===== config.mk =====
export PLATFORM = sky130hd
export DESIGN_NAME = rrw_rail_reset_and_watchdog
export DESIGN_NICKNAME = d
export VERILOG_FILES = /design/src/logic/rrw_pkg.sv /design/src/logic/rrw_tick_gen.sv /design/src/logic/rrw_sync.sv /design/src/logic/rrw_rail_reset_and_watchdog.sv
export VERILOG_INCLUDE_DIRS = /design/src /design/src/logic
export SDC_FILE = /design/constraint.sdc
export NUM_CORES = 1
export LEC_CHECK = 0
export BUFFER_PORTS_ARGS = -buffer_cell sky130_fd_sc_hd__buf_2
export CORE_ASPECT_RATIO = 1.1
export CORE_MARGIN = 4
export CORE_UTILIZATION = 53
export DETAILED_ROUTE_END_ITERATION = 8
export PLACE_DENSITY = 0.79
export SKIP_CTS_REPAIR_TIMING = 1
export SLEW_MARGIN = 20
export SYNTH_ARGS = -nofsm -noshare
export SYNTH_HDL_FRONTEND = slang
export SYNTH_SLANG_ARGS = --single-unit

===== constraint.sdc =====
create_clock -name clock_i -period 2.69 [get_ports clock_i]
set_input_delay 0.269 -clock clock_i [delete_from_list [all_inputs] [get_ports clock_i]]
set_output_delay 0.269 -clock clock_i [all_outputs]
set_load 0.005 [all_outputs]

===== src/logic/rrw_params.svh =====
`ifndef RRW_PARAMS_SVH
`define RRW_PARAMS_SVH

// Clock and the common 1 ms time base.
`define RRW_CLK_HZ 100000000
`define RRW_TICK_MS 1
`define RRW_CYCLES_PER_MS ((`RRW_CLK_HZ / 1000) * `RRW_TICK_MS)

// System-reset delay: step 0 is 0 ms, step n is 2**(n-1) ms, top step 16.
`define RRW_DELAY_SEL_MAX 5'h10

// Watchdog initial wait: step 0 is 0 ms, step n is 100 ms * 2**(n-1).
`define RRW_WAIT_BASE_MS 21'h000064

// Pulse width and watchdog timeout limits, in ms.
`define RRW_WIDTH_MIN_MS 16'h0001
`define RRW_WIDTH_MAX_MS 16'h7e00

// Reset values of the registered sys_reset_o and timeout_output_o outputs.
`define RRW_SYSRST_RESET 1'b1
`define RRW_TIMEOUT_RESET 1'b0

`endif


===== src/logic/rrw_pkg.sv =====
`default_nettype none
package rrw_pkg;

  typedef struct packed {
    logic [4:0] delay_sel;
    logic pulse_mode;
    logic [15:0] pulse_width_ms;
    logic wd_enable;
    logic wd_tied;
    logic [3:0] wd_init_sel;
    logic [15:0] wd_timeout_ms;
    logic wd_pulse_action;
    logic wd_track_release;
  } rrw_cfg_t;

  typedef struct packed {
    logic rails_good;
    logic released;
    logic wd_running;
    logic wd_expired;
  } rrw_stat_t;

  typedef enum logic [2:0] {
    RST_WAIT,
    RST_DELAY,
    RST_PULSE,
    RST_RUN,
    RST_OFFDLY,
    RST_RECOV
  } rrw_rst_state_t;

  typedef enum logic [1:0] {
    WD_OFF,
    WD_INIT,
    WD_COUNT,
    WD_EXPIRED
  } rrw_wd_state_t;

endpackage
`default_nettype wire


===== src/logic/rrw_tick_gen.sv =====
`timescale 1ns/1ps
`default_nettype none
module rrw_tick_gen #(
  parameter int CYCLES = 100000
) (
  input wire logic clock_i,
  input wire logic rst_n_i,
  output logic tick_o
);

  logic [31:0] cnt_q;
  logic [31:0] cnt_d;
  logic tick_d;

  always_comb
  begin
    tick_d = 1'b0;
    cnt_d = cnt_q + 32'h1;
    if (cnt_q >= 32'(CYCLES - 1))
    begin
      cnt_d = 32'h0;
      tick_d = 1'b1;
    end
  end

  always_ff @(posedge clock_i)
  begin
    if (!rst_n_i)
    begin
      cnt_q <= 32'h0;
      tick_o <= 1'b0;
    end
    else
    begin
      cnt_q <= cnt_d;
      tick_o <= tick_d;
    end
  end

endmodule
`default_nettype wire


===== src/logic/rrw_sync.sv =====
`timescale 1ns/1ps
`default_nettype none
module rrw_sync #(
  parameter int W = 1
) (
  input wire logic clock_i,
  input wire logic rst_n_i,
  input wire logic [W-1:0] d_i,
  output logic [W-1:0] q_o
);

  logic [W-1:0] meta_q;

  always_ff @(posedge clock_i)
  begin
    if (!rst_n_i)
    begin
      meta_q <= '0;
      q_o <= '0;
    end
    else
    begin
      meta_q <= d_i;
      q_o <= meta_q;
    end
  end

endmodule
`default_nettype wire


===== src/logic/rrw_rail_reset_and_watchdog.sv =====
`timescale 1ns/1ps
`default_nettype none
`include "rrw_params.svh"
module rrw_rail_reset_and_watchdog
  import rrw_pkg::*;
#(
  parameter int RAILS = 10,
  parameter int CYCLES_PER_MS = `RRW_CYCLES_PER_MS
) (
  input wire logic clock_i,
  input wire logic rst_n_i,
  input wire logic [RAILS-1:0] rail_good_i,
  input wire logic [RAILS-1:0] rail_select_i,
  input wire rrw_cfg_t cfg_i,
  input wire logic kick_input_i,
  input wire logic kick_cmd_i,
  output logic sys_reset_o,
  output logic timeout_output_o,
  output rrw_stat_t stat_o
);

  function automatic logic [15:0] rst_delay_ms(input logic [4:0] sel);
    logic [4:0] s;
    s = (sel > `RRW_DELAY_SEL_MAX) ? `RRW_DELAY_SEL_MAX : sel;
    if (s == 5'h0)
      return 16'h0;
    return 16'h1 << (s - 5'h1);
  endfunction

  function automatic logic [20:0] wd_wait_ms(input logic [3:0] sel);
    if (sel == 4'h0)
      return 21'h0;
    return `RRW_WAIT_BASE_MS << (sel - 4'h1);
  endfunction

  function automatic logic [15:0] clamp_ms(input logic [15:0] v);
    if (v < `RRW_WIDTH_MIN_MS)
      return `RRW_WIDTH_MIN_MS;
    if (v > `RRW_WIDTH_MAX_MS)
      return `RRW_WIDTH_MAX_MS;
    return v;
  endfunction

  logic tick;
  logic [RAILS-1:0] rail_good_s;
  logic kick_s;
  logic kick_prev_q;
  logic kick_pin_evt;
  logic kick_evt;
  logic all_good;
  logic wd_active;

  rrw_tick_gen #(
    .CYCLES(CYCLES_PER_MS)
  ) u_tick (
    .clock_i(clock_i),
    .rst_n_i(rst_n_i),
    .tick_o(tick)
  );

  rrw_sync #(
    .W(RAILS + 1)
  ) u_sync (
    .clock_i(clock_i),
    .rst_n_i(rst_n_i),
    .d_i({kick_input_i, rail_good_i}),
    .q_o({kick_s, rail_good_s})
  );

  assign kick_pin_evt = kick_s ^ kick_prev_q;
  assign kick_evt = kick_pin_evt | kick_cmd_i;
  assign all_good = &(rail_good_s | ~rail_select_i);

  // System-reset sequencer.
  rrw_rst_state_t rst_q;
  rrw_rst_state_t rst_d;
  logic [15:0] rst_cnt_q;
  logic [15:0] rst_cnt_d;
  logic sys_reset_d;
  logic wd_fire_q;

  always_comb
  begin
    rst_d = rst_q;
    rst_cnt_d = rst_cnt_q;
    sys_reset_d = sys_reset_o;
    unique case (rst_q)
      RST_WAIT:
      begin
        sys_reset_d = ~cfg_i.pulse_mode;
        if (all_good)
        begin
          rst_d = RST_DELAY;
          rst_cnt_d = rst_delay_ms(cfg_i.delay_sel);
        end
      end
      RST_DELAY:
      begin
        sys_reset_d = ~cfg_i.pulse_mode;
        if (!all_good)
          rst_d = RST_WAIT;
        else if (rst_cnt_q == 16'h0)
        begin
          if (cfg_i.pulse_mode)
          begin
            rst_d = RST_PULSE;
            rst_cnt_d = clamp_ms(cfg_i.pulse_width_ms);
            sys_reset_d = 1'b1;
          end
          else
          begin
            rst_d = RST_RUN;
            sys_reset_d = 1'b0;
          end
        end
        else if (tick)
          rst_cnt_d = rst_cnt_q - 16'h1;
      end
      RST_PULSE:
      begin
        sys_reset_d = 1'b1;
        if (tick)
        begin
          if (rst_cnt_q <= 16'h1)
          begin
            rst_d = RST_RUN;
            sys_reset_d = 1'b0;
          end
          else
            rst_cnt_d = rst_cnt_q - 16'h1;
        end
      end
      RST_RUN:
      begin
        sys_reset_d = 1'b0;
        if (!all_good)
        begin
          if (cfg_i.pulse_mode)
            rst_d = RST_WAIT;
          else
          begin
            rst_d = RST_OFFDLY;
            rst_cnt_d = rst_delay_ms(cfg_i.delay_sel);
          end
        end
        else if (wd_fire_q)
        begin
          rst_d = RST_RECOV;
          rst_cnt_d = clamp_ms(cfg_i.pulse_width_ms);
          sys_reset_d = 1'b1;
        end
      end
      RST_OFFDLY:
      begin
        sys_reset_d = 1'b0;
        if (all_good)
          rst_d = RST_RUN;
        else if (rst_cnt_q == 16'h0)
        begin
          rst_d = RST_WAIT;
          sys_reset_d = 1'b1;
        end
        else if (tick)
          rst_cnt_d = rst_cnt_q - 16'h1;
      end
      RST_RECOV:
      begin
        sys_reset_d = 1'b1;
        if (!all_good)
        begin
          rst_d = RST_WAIT;
          sys_reset_d = ~cfg_i.pulse_mode;
        end
        else if ((cfg_i.wd_track_release && kick_evt) || (tick && rst_cnt_q <= 16'h1))
        begin
          rst_d = RST_RUN;
          sys_reset_d = 1'b0;
        end
        else if (tick)
          rst_cnt_d = rst_cnt_q - 16'h1;
      end
    endcase
  end

  always_ff @(posedge clock_i)
  begin
    if (!rst_n_i)
    begin
      rst_q <= RST_WAIT;
      rst_cnt_q <= 16'h0;
      sys_reset_o <= `RRW_SYSRST_RESET;
    end
    else
    begin
      rst_q <= rst_d;
      rst_cnt_q <= rst_cnt_d;
      sys_reset_o <= sys_reset_d;
    end
  end

  // Watchdog. Tied mode only runs while the sequencer is in RST_RUN, so a slow boot never expires it.
  assign wd_active = cfg_i.wd_enable && (!cfg_i.wd_tied || rst_q == RST_RUN);

  rrw_wd_state_t wd_q;
  rrw_wd_state_t wd_d;
  logic [20:0] wd_cnt_q;
  logic [20:0] wd_cnt_d;
  logic wd_fire_d;
  logic timeout_d;
  rrw_stat_t stat_d;

  always_comb
  begin
    wd_d = wd_q;
    wd_cnt_d = wd_cnt_q;
    wd_fire_d = 1'b0;
    if (!wd_active)
      wd_d = WD_OFF;
    else
    begin
      unique case (wd_q)
        WD_OFF:
        begin
          wd_d = WD_INIT;
          wd_cnt_d = wd_wait_ms(cfg_i.wd_init_sel);
        end
        WD_INIT:
        begin
          if (kick_evt || wd_cnt_q == 21'h0)
          begin
            wd_d = WD_COUNT;
            wd_cnt_d = {5'h0, clamp_ms(cfg_i.wd_timeout_ms)};
          end
          else if (tick)
            wd_cnt_d = wd_cnt_q - 21'h1;
        end
        WD_COUNT:
        begin
          if (kick_evt)
            wd_cnt_d = {5'h0, clamp_ms(cfg_i.wd_timeout_ms)};
          else if (tick)
          begin
            if (wd_cnt_q <= 21'h1)
            begin
              wd_d = WD_EXPIRED;
              wd_fire_d = cfg_i.wd_pulse_action;
            end
            else
              wd_cnt_d = wd_cnt_q - 21'h1;
          end
        end
        WD_EXPIRED:
        begin
          if (kick_evt)
          begin
            wd_d = WD_COUNT;
            wd_cnt_d = {5'h0, clamp_ms(cfg_i.wd_timeout_ms)};
          end
        end
      endcase
    end
    timeout_d = (wd_d == WD_EXPIRED) && !cfg_i.wd_pulse_action;
    stat_d.rails_good = all_good;
    stat_d.released = (rst_d == RST_RUN) || (rst_d == RST_OFFDLY);
    stat_d.wd_running = (wd_d == WD_INIT) || (wd_d == WD_COUNT);
    stat_d.wd_expired = (wd_d == WD_EXPIRED);
  end

  always_ff @(posedge clock_i)
  begin
    if (!rst_n_i)
    begin
      wd_q <= WD_OFF;
      wd_cnt_q <= 21'h0;
      wd_fire_q <= 1'b0;
      kick_prev_q <= 1'b0;
      timeout_output_o <= `RRW_TIMEOUT_RESET;
      stat_o <= '0;
    end
    else
    begin
      wd_q <= wd_d;
      wd_cnt_q <= wd_cnt_d;
      wd_fire_q <= wd_fire_d;
      kick_prev_q <= kick_s;
      timeout_output_o <= timeout_d;
      stat_o <= stat_d;
    end
  end
endmodule
`default_nettype wire


* After elaboration in Yosys (flattened, before gate mapping)
Cells that the tools add are included.
** Word-level totals
- Flip-flop bits (word level) :: 105
- Bits of input ports :: 70
- Word-level logic and storage cells :: 216
** Operators by class
- Add/subtract/negate cells :: 5
- Order comparisons :: 8
- Equal/unequal tests :: 28
- Shifts and indexed selects :: 2
- Multiplexer cells :: 125
- Bitwise operators :: 10
- Reductions and logical operators :: 22
** Operators with widths (count)
- two-way mux 16 bit :: 31
- two-way mux 21 bit :: 8
- one-hot mux 16 bit (6 select lines) :: 1
- one-hot mux 21 bit (4 select lines) :: 1
- two-way mux 1 bit :: 62
- two-way mux 3 bit :: 12
- adder 32 x 1 -> 32 bit (second input constant) :: 1
- >= comparator 32 x 17 -> 1 bit (second input constant) :: 1
- > comparator 16 x 15 -> 1 bit (second input constant) :: 2
- < comparator 16 x 1 -> 1 bit (second input constant) :: 2
- less-or-equal comparator 21 x 1 -> 1 bit (second input constant) :: 1
- logical NOT 21 bit :: 1
- left shift 7 x 4 -> 21 bit (first input constant) :: 1
- subtractor 21 x 1 -> 21 bit (second input constant) :: 1
- one-hot mux 3 bit (6 select lines) :: 1
- less-or-equal comparator 16 x 1 -> 1 bit (second input constant) :: 1
- logical NOT 16 bit :: 1
- != test 2 bit (second input constant) :: 8
- left shift 1 x 5 -> 16 bit (first input constant) :: 1
- subtractor 16 x 1 -> 16 bit (second input constant) :: 1
- two-way mux 2 bit :: 6
- != test 3 bit (second input constant) :: 4
- AND reduction 11 bit :: 1
- inverter 10 bit :: 1
- 28 further kinds :: 50

* Longest topological paths before layout
Gate-level depths: netlist of run 1.
- Depth in word-level cells :: 17
- Gate-level depth with buffers :: 11
- Mapped depth without buffers :: 10

* By module
A second synthesis of run 1 with hierarchy kept.
** Unflattened totals
- Cell total of the unflattened synthesis :: 749
- Area total of the unflattened synthesis :: 6010.8 um2
** By module, submodules not included
- rrw_rail_reset_and_watchdog :: instances 1, cells an instance 591, area each 4245.3 um2, sequential area each 1001.0 um2
- rrw_tick_gen :: instances 1, cells an instance 112, area each 1144.8 um2, sequential area each 660.6 um2
- rrw_sync :: instances 1, cells an instance 46, area each 620.6 um2, sequential area each 440.4 um2

* Worst setup path before layout of run 1
No wires, ideal clock.
- Kind :: register -> register
- From :: register wd_cnt_q[8]
- To :: register wd_cnt_q[2]
- Library setup time :: 0.132 ns
- Arrival time :: 2.469 ns
- Required time :: 2.558 ns
- Setup slack :: 0.088 ns
- Stages on the path, launching flop included :: 10
- Period minus slack after synthesis :: 2.602 ns
- Path through :: dfxtp_1 > or4_4 > or3_1 > buf_6 > or4_4 > and3_1 > buf_6 > buf_6 > o211ai_1 > a31oi_1
** On the way
- Word-level cells in the longest chain between the ends :: 4
- Elaborated cells on any way between the ends :: 8
** RTL lines
- start, declared :: RTL line rrw_rail_reset_and_watchdog.sv:206 : logic [20:0] wd_cnt_q;
- start signal, assigned :: RTL line rrw_rail_reset_and_watchdog.sv:283 : wd_cnt_q <= wd_cnt_d;
- branches (longest 4 deep; another with less-or-equal comparator 21 x 1 -> 1 bit)
Several ways; the timed one is not identified.
A chain may end at the register's enable or synchronous reset.

* Final worst setup path of run 1
- From :: register wd_cnt_q[8]
- To :: register wd_cnt_q[8]
** On the way
- Word-level cells in the longest chain between the ends :: 5
- Elaborated cells on any way between the ends :: 13
** RTL lines
- subtractor 21 x 1 -> 21 bit :: RTL line rrw_rail_reset_and_watchdog.sv:235, rrw_rail_reset_and_watchdog.sv:249
- two-way mux 21 bit :: RTL line rrw_rail_reset_and_watchdog.sv:243 : if (wd_cnt_q <= 21'h1)
- two-way mux 21 bit :: RTL line rrw_rail_reset_and_watchdog.sv:241 : else if (tick)
- two-way mux 21 bit :: RTL line rrw_rail_reset_and_watchdog.sv:239 : if (kick_evt)
- one-hot mux 21 bit (4 select lines) :: RTL line rrw_rail_reset_and_watchdog.sv:221 : unique case (wd_q)
Parallel ways exist; a longest one is shown, timed or not. The select of a mux whose other input is x is not followed.

==> results.py, run 1 <==
metrics = {
    "route": {
        "wl_met3_um": 1070,
        "wire_per_inst_um": 16.2,
        "num_vias": 6135,
        "dr.first_iter.drc_count": 542,
        "ant_nets": 0,
        "highest_layer": "met4",
        "dr.pass1.iters": 5,
        "via_per_inst": 6.11,
        "wl_met1_um": 6660,
        "wl_met2_um": 8020,
        "drc": 0,
        "wirelength_um": 16300,
    },
    "yosys": {
        "async_flop_share": 0,
        "synthCells": 738,
        "synth.distinct_cells": 74,
        "avgSynthCellArea_um2": 8.22,
        "synth_area_um2": 6070,
        "synth_top_area_frac": 0.346,
        "yosysWarnings": 0,
        "synthFlopType": "dfxtp_1",
        "synth_edf_count": 0,
        "synth_top_area_cell": "dfxtp_1",
        "synthMostInstantiatedCell": "dfxtp_1",
        "synth_common_cells": "dfxtp_1 (105), nor2_1 (76), a21oi_1 (50), nand2_1 (49), and2_1 (32)",
        "ys_seq_elements": 105,
        "seq_area_frac_synth": 0.346,
        "synth_area_leaders": "dfxtp_1 (35%), nor2_1 (4.7%), a21oi_1 (4.1%), xor2_1 (3.6%), and2_1 (3.3%)",
    },
    "min_path": {
        "hold-path-cell-count": 2,
        "hold_path_class": "in -> reg",
    },
    "pwr": {
        "p_leak_uw": 0.00303,
        "peakVddDrop_mv": 0.280,
        "p_seq_frac": 0.474,
        "switching_share": 0.274,
        "netSwitchingPower_uw": 934,
        "power_frac_comb": 0.158,
        "p_clk_frac": 0.368,
        "powerDensity_nw_per_um2": 472,
        "p_int_uw": 2480,
    },
    "global_route": {
        "antenna_found_initial": 1,
        "grt_max_degree": 38,
        "grt_usage": 0.244,
        "grt_pass1_vias": 5685,
        "grt_pass1_wl_um": 26300,
        "overflow": 0,
    },
    "die": {
        "start_util": 0.549,
        "rows": 40,
        "dieHeight_um": 120,
        "dieArea_um2": 13200,
        "die_w_um": 110,
        "coreArea_um2": 11100,
        "num_io_pins": 76,
    },
    "critical_path": {
        "r2r_cells": 7,
        "cp-start-kind": "flip-flop",
        "cp_slowest_cell": "or4_4",
        "crit_type": "reg -> reg",
        "critPathCaptureType": "flip-flop",
        "cp_cell_sequence": "or4_4 > or3_4 > buf_4 > o2111ai_2 > nand3_4 > or3b_2 > a31oi_1",
        "cp_data_required_time_ns": 2.96,
        "cp_data_arrival_time_ns": 2.91,
        "path_max_fanout": 11,
        "slowest_delay_ns": 0.54,
    },
    "cts": {
        "cts_sinks": 105,
        "clockBufferDepth": 2,
        "cts_root_buf": "clkbuf_16",
        "h-tree-depth": 3,
        "cts_made_buffers": 9,
        "cts_tree": "yes",
        "clk_latency_ns": 0.34,
        "path_clk_slew_ns": 0.07,
    },
    "sta": {
        "maxSlewViolCount": 0,
        "hold_viol_final": 0,
        "period_needed_ns": 2.64,
        "clock.fmax_mhz": 378,
        "skew_ns": 0.00912,
        "setup_viol": 0,
        "worstMarginPinSlew_ns": 0.680,
        "post-route-period-util": 0.982,
        "fin_ws_ns": 0.0475,
        "slew_headroom": 0.543,
    },
    "placed_design": {
        "place_hpwl_um": 12400,
        "place_inst": 986,
        "port_buffers": 75,
        "place_congestion": 0.970,
        "pre_cts_ws_ns": 0.0506,
    },
    "finish": {
        "syn2layout_area_growth_pct": 19.0,
        "layout.nets": 935,
        "finalNonFillerCells": 1004,
        "drive_gt1_frac": 0.194,
    },
    "run": {
        "maxCapViolations": 0,
    },
    "run_status": {
        "status": "complete, no violations",
    },
}
## state kept, by name (all words and copies together), names as in the netlist, 2 cells and up
name           cells
wd_cnt_q          21
u_tick.cnt_q      32
wd_q               2
stat_o             4
rst_q              3
u_sync.meta_q     11
u_sync.q_o        11
rst_cnt_q         16
## area by class of cell
class	instances	area, um^2
Fill cell	922	3840
Multi-Input combinational cell	586	3790
Sequential cell	105	2100
Timing Repair Buffer	124	756
Clock buffer	10	229
Tap cell	147	184
Inverter	25	93.8
Clock inverter	6	61.3
Antenna cell	1	2.50
## power by group through the flow
stage                     clock network (uW)  registers [uW]  logic, uW
after floorplan                            0            1650        324
after global placement                     0            1650        497
after detailed placement                   0            1650        508
after CTS                               1290            1620        511
after global routing                    1360            1620        588
final                                   1250            1620        539
## cell families (layout without fill, tap and decap cells)
| family | after synthesis | count (layout) | synth area share |
|---|---|---|---|
| AOI/OAI and AO/OA | 202 | 202 | 0.241 |
| xor gates and xnor gates | 38 | 38 | 0.0549 |
| adders and majority gates | 14 | 14 | 0.0289 |
| buffers and inverters | 61 | 165 | 0.0470 |
| DFF | 105 | 105 | 0.346 |
| muxes | 3 | 3 | 0.00495 |
| other | 1 | 16 | 0.000618 |
| and+or+nand+nor | 314 | 314 | 0.276 |
## worst max-delay path, delay by kind of cell (launching register included)
| family | cells | cell delay [ns] |
|---|---|---|
| and+or+nand+nor | 4 | 1.65 |
| buffers and inverters | 1 | 0.17 |
| AOI/OAI and AO/OA | 2 | 0.44 |
| DFF | 1 | 0.32 |
## stage by stage
| step | setup TNS [ns] | utilization | instance area (um^2) | hold WS (ns) | power, uW |
|---|---|---|---|---|---|
| after detailed placement | 0 | 0.620 | 6860 | 0.418 | 2160 |
| final | 0 | 0.653 | 7220 | 0.125 | 3410 |
| after CTS | 0 | 0.646 | 7150 | 0.116 | 3410 |
| after floorplan | 0 | - | 6120 | 0.358 | 1970 |
| after global routing | -0.0149 | 0.653 | 7220 | 0.127 | 3570 |
| after global placement | 0 | 0.620 | 6860 | 0.415 | 2150 |
## per-layer routing
metal  vias to the layer above  global-route usage
li1                       3000                   -
met1                      2825               0.307
met2                       256               0.402
met3                        54              0.0368
met4                         0               0.122
met5                         -                   0
## layout by cell type (no fill, tap or decap), drive strengths merged, types with 6 or more instances in the layout
cell type | synthesis | layout
or3 | 13 | 13
a21oi | 50 | 50
or4 | 12 | 12
xor2 | 25 | 25
o31ai | 7 | 7
o2bb2ai | 17 | 17
nor4b | 7 | 7
nand3 | 21 | 21
o2111ai | 6 | 6
nor3 | 21 | 21
inv | 25 | 28
nand4 | 12 | 12
ha | 14 | 14
nand2 | 49 | 49
nor2 | 76 | 76
nor4 | 29 | 29
o21ai | 20 | 20
buf | 12 | 124
a221oi | 11 | 11
a211oi | 8 | 8
nand2b | 12 | 12
a31oi | 16 | 16
a2111oi | 6 | 6
and2 | 32 | 32
o211ai | 13 | 13
clkbuf | 24 | 10
conb | 1 | 15
o22ai | 7 | 7
dfxtp | 105 | 105
xnor2 | 13 | 13
## worst paths after layout
| kind | from | end | slack (ns) |
|---|---|---|---|
| worst min register to register | u_sync.meta_q[4] | u_sync.q_o[4] | 0.43 |
| worst max-delay path | wd_cnt_q[8] | wd_cnt_q[8] | 0.05 |
| worst max register to register | wd_cnt_q[8] | wd_cnt_q[8] | 0.05 |
| worst min-delay path | rail_good_i[0] | u_sync.meta_q[0] | 0.13 |
(Power assumes the default switching activity.)
==> inputs of run 2 (changes only) <==
REMOVE_ABC_BUFFERS = 1   (was not set)
==> results.py, run 2 (same netlist as run 1, synthesis figures left out) <==
metrics = {
    "run_status": {
        "status": "complete, but fails checks",
        "violations": "setup timing",
    },
    "sta": {
        "clock.fmax_mhz": 372,
        "holdWs_ns": 0.114,
        "period_needed_ns": 2.69,
        "skew_ns": 0.0128,
        "worstMarginPinSlew_ns": 0.900,
        "maxSlewViolCount": 0,
        "fin_ws_ns": -0.00112,
        "slew_headroom": 0.384,
        "rsz0062_at_grt": "yes",
        "finalSetupTns_ns": -0.00112,
        "hold_viol_final": 0,
        "post-route-period-util": 1.00,
        "setup_viol": 1,
    },
    "critical_path": {
        "crit_end": "wd_cnt_q[8]",
        "slowest_delay_ns": 0.56,
        "cp.depth": 7,
        "rr_startpoint": "wd_cnt_q[8]",
        "cp_slowest_cell": "or4_4",
        "crit_start": "wd_cnt_q[8]",
        "r2r_slack_ns": -0.001,
        "r2r-end": "wd_cnt_q[8]",
        "path_max_fanout": 10,
        "cp_data_arrival_time_ns": 2.96,
        "crit_type": "reg -> reg",
        "cp-start-kind": "flip-flop",
        "cp_cell_sequence": "or4_4 > or3_4 > buf_4 > o2111ai_4 > nand3_4 > or3b_2 > a31oi_1",
        "cp_data_required_time_ns": 2.96,
        "crit_family": "simple AND/OR/NAND/NOR gates",
        "r2r_cells": 7,
        "critPathCaptureType": "flip-flop",
        "critical_path_buf_inv_count": 1,
    },
    "route": {
        "wire_per_inst_um": 16.6,
        "num_vias": 6201,
        "drc": 0,
        "wirelength_um": 16600,
        "dr.pass1.iters": 5,
        "dr.first_iter.drc_count": 534,
        "via_per_inst": 6.22,
        "ant_nets": 0,
    },
    "die": {
        "start_util": 0.549,
        "dieHeight_um": 120,
        "dieArea_um2": 13200,
        "num_io_pins": 76,
        "die_w_um": 110,
        "coreArea_um2": 11100,
        "rows": 40,
    },
    "pwr": {
        "netSwitchingPower_uw": 985,
        "p_clk_frac": 0.378,
        "power_frac_comb": 0.154,
        "p_int_uw": 2470,
        "p_seq_frac": 0.468,
        "peakVddDrop_mv": 0.400,
        "powerDensity_nw_per_um2": 479,
        "switching_share": 0.285,
        "p_leak_uw": 0.00301,
    },
    "placed_design": {
        "port_buffers": 75,
        "place_hpwl_um": 12200,
        "place_congestion": 0.952,
        "place_area_um2": 6840,
        "pre_cts_ws_ns": -0.00720,
    },
    "finish": {
        "diodes": 0,
        "layout.nets": 929,
        "largest_reg_flops": 32,
        "fillers": 932,
        "syn2layout_area_growth_pct": 19.0,
        "multi_input_area_um2": 3820,
        "post-route-util": 0.653,
        "top_regs": "u_tick.cnt_q x32, wd_cnt_q x21, rst_cnt_q x16",
        "mostFrequentLayoutCells": "dfxtp_1 (105), nor2_1 (76), buf_2 (75)",
        "final_common_cell": "dfxtp_1",
        "design_area_um2": 7220,
        "regArea_um2": 2100,
        "top_register": "u_tick.cnt_q",
        "drive_gt1_frac": 0.193,
    },
    "global_route": {
        "grt_max_degree": 38,
        "grt_pass1_vias": 5888,
        "grt_pass1_wl_um": 26900,
        "overflow": 0,
        "grt_usage": 0.249,
        "antenna_found_initial": 0,
    },
    "cts": {
        "clockBufferDepth": 2,
        "cts_sinks": 105,
        "cts_made_buffers": 9,
        "cts_tree": "yes",
        "path_clk_slew_ns": 0.08,
        "cts_root_buf": "clkbuf_16",
        "h-tree-depth": 3,
        "clk_latency_ns": 0.36,
    },
    "min_path": {
        "hold-path-cell-count": 2,
        "hold_path_class": "in -> reg",
    },
    "run": {
        "maxCapViolations": 0,
    },
}
run 2: final cells by class:
| class | instances | area share |
|---|---|---|
| multi-input combinational | 586 | 0.529 |
| timing repair buffer | 118 | 0.100 |
| inverter | 25 | 0.0130 |
| clock buffer | 9 | 0.0312 |
| sequential | 105 | 0.291 |
| clock inverter | 7 | 0.0104 |
| tap | 147 | 0.0255 |
run 2: metal layers:
metal  wire length [um]  vias up  GRT usage
met2               8250      320      0.430
met3               1200       64     0.0331
li1                   -     2978          -
met5                  0        -          0
met1               6470     2839      0.304
met4                646        0      0.111
run 2: stage by stage:
step / total power [uW] / std cells
2_1_floorplan: 1940 / 716
3_3_place_gp: 2130 / 981
3_5_place_dp: 2140 / 981
4_1_cts: 3440 / 997
5_1_grt: 3590 / 997
6_report: 3460 / 997
run 2: power by group through the flow:
stage / Clock, uW / Sequential [uW] / Combinational [uW]
final: 1310 / 1620 / 533
after global routing: 1390 / 1620 / 579
after CTS: 1320 / 1620 / 498
after detailed placement: 0 / 1650 / 491
after global placement: 0 / 1650 / 481
after floorplan: 0 / 1650 / 290
run 2: worst register-to-register path, stage by stage (launching register included):
cell and delay (ns):
dfxtp_1 0.33, or4_4 0.56, or3_4 0.43, buf_4 0.17, o2111ai_4 0.26, nand3_4 0.17
or3b_2 0.51, a31oi_1 0.19
run 2: how the worst min path moves through the flow:
| stage | from | end | slack, ns |
|---|---|---|---|
| 2_1_floorplan | cfg_i[40] | sys_reset_o | 0.36 |
| 3_3_place_gp | u_sync.meta_q[3] | u_sync.q_o[3] | 0.41 |
| 3_5_place_dp | u_sync.meta_q[7] | u_sync.q_o[7] | 0.42 |
| 4_1_cts | rail_good_i[1] | u_sync.meta_q[1] | 0.11 |
| 5_1_grt | rail_good_i[3] | u_sync.meta_q[3] | 0.11 |
| 6_report | rail_good_i[1] | u_sync.meta_q[1] | 0.11 |
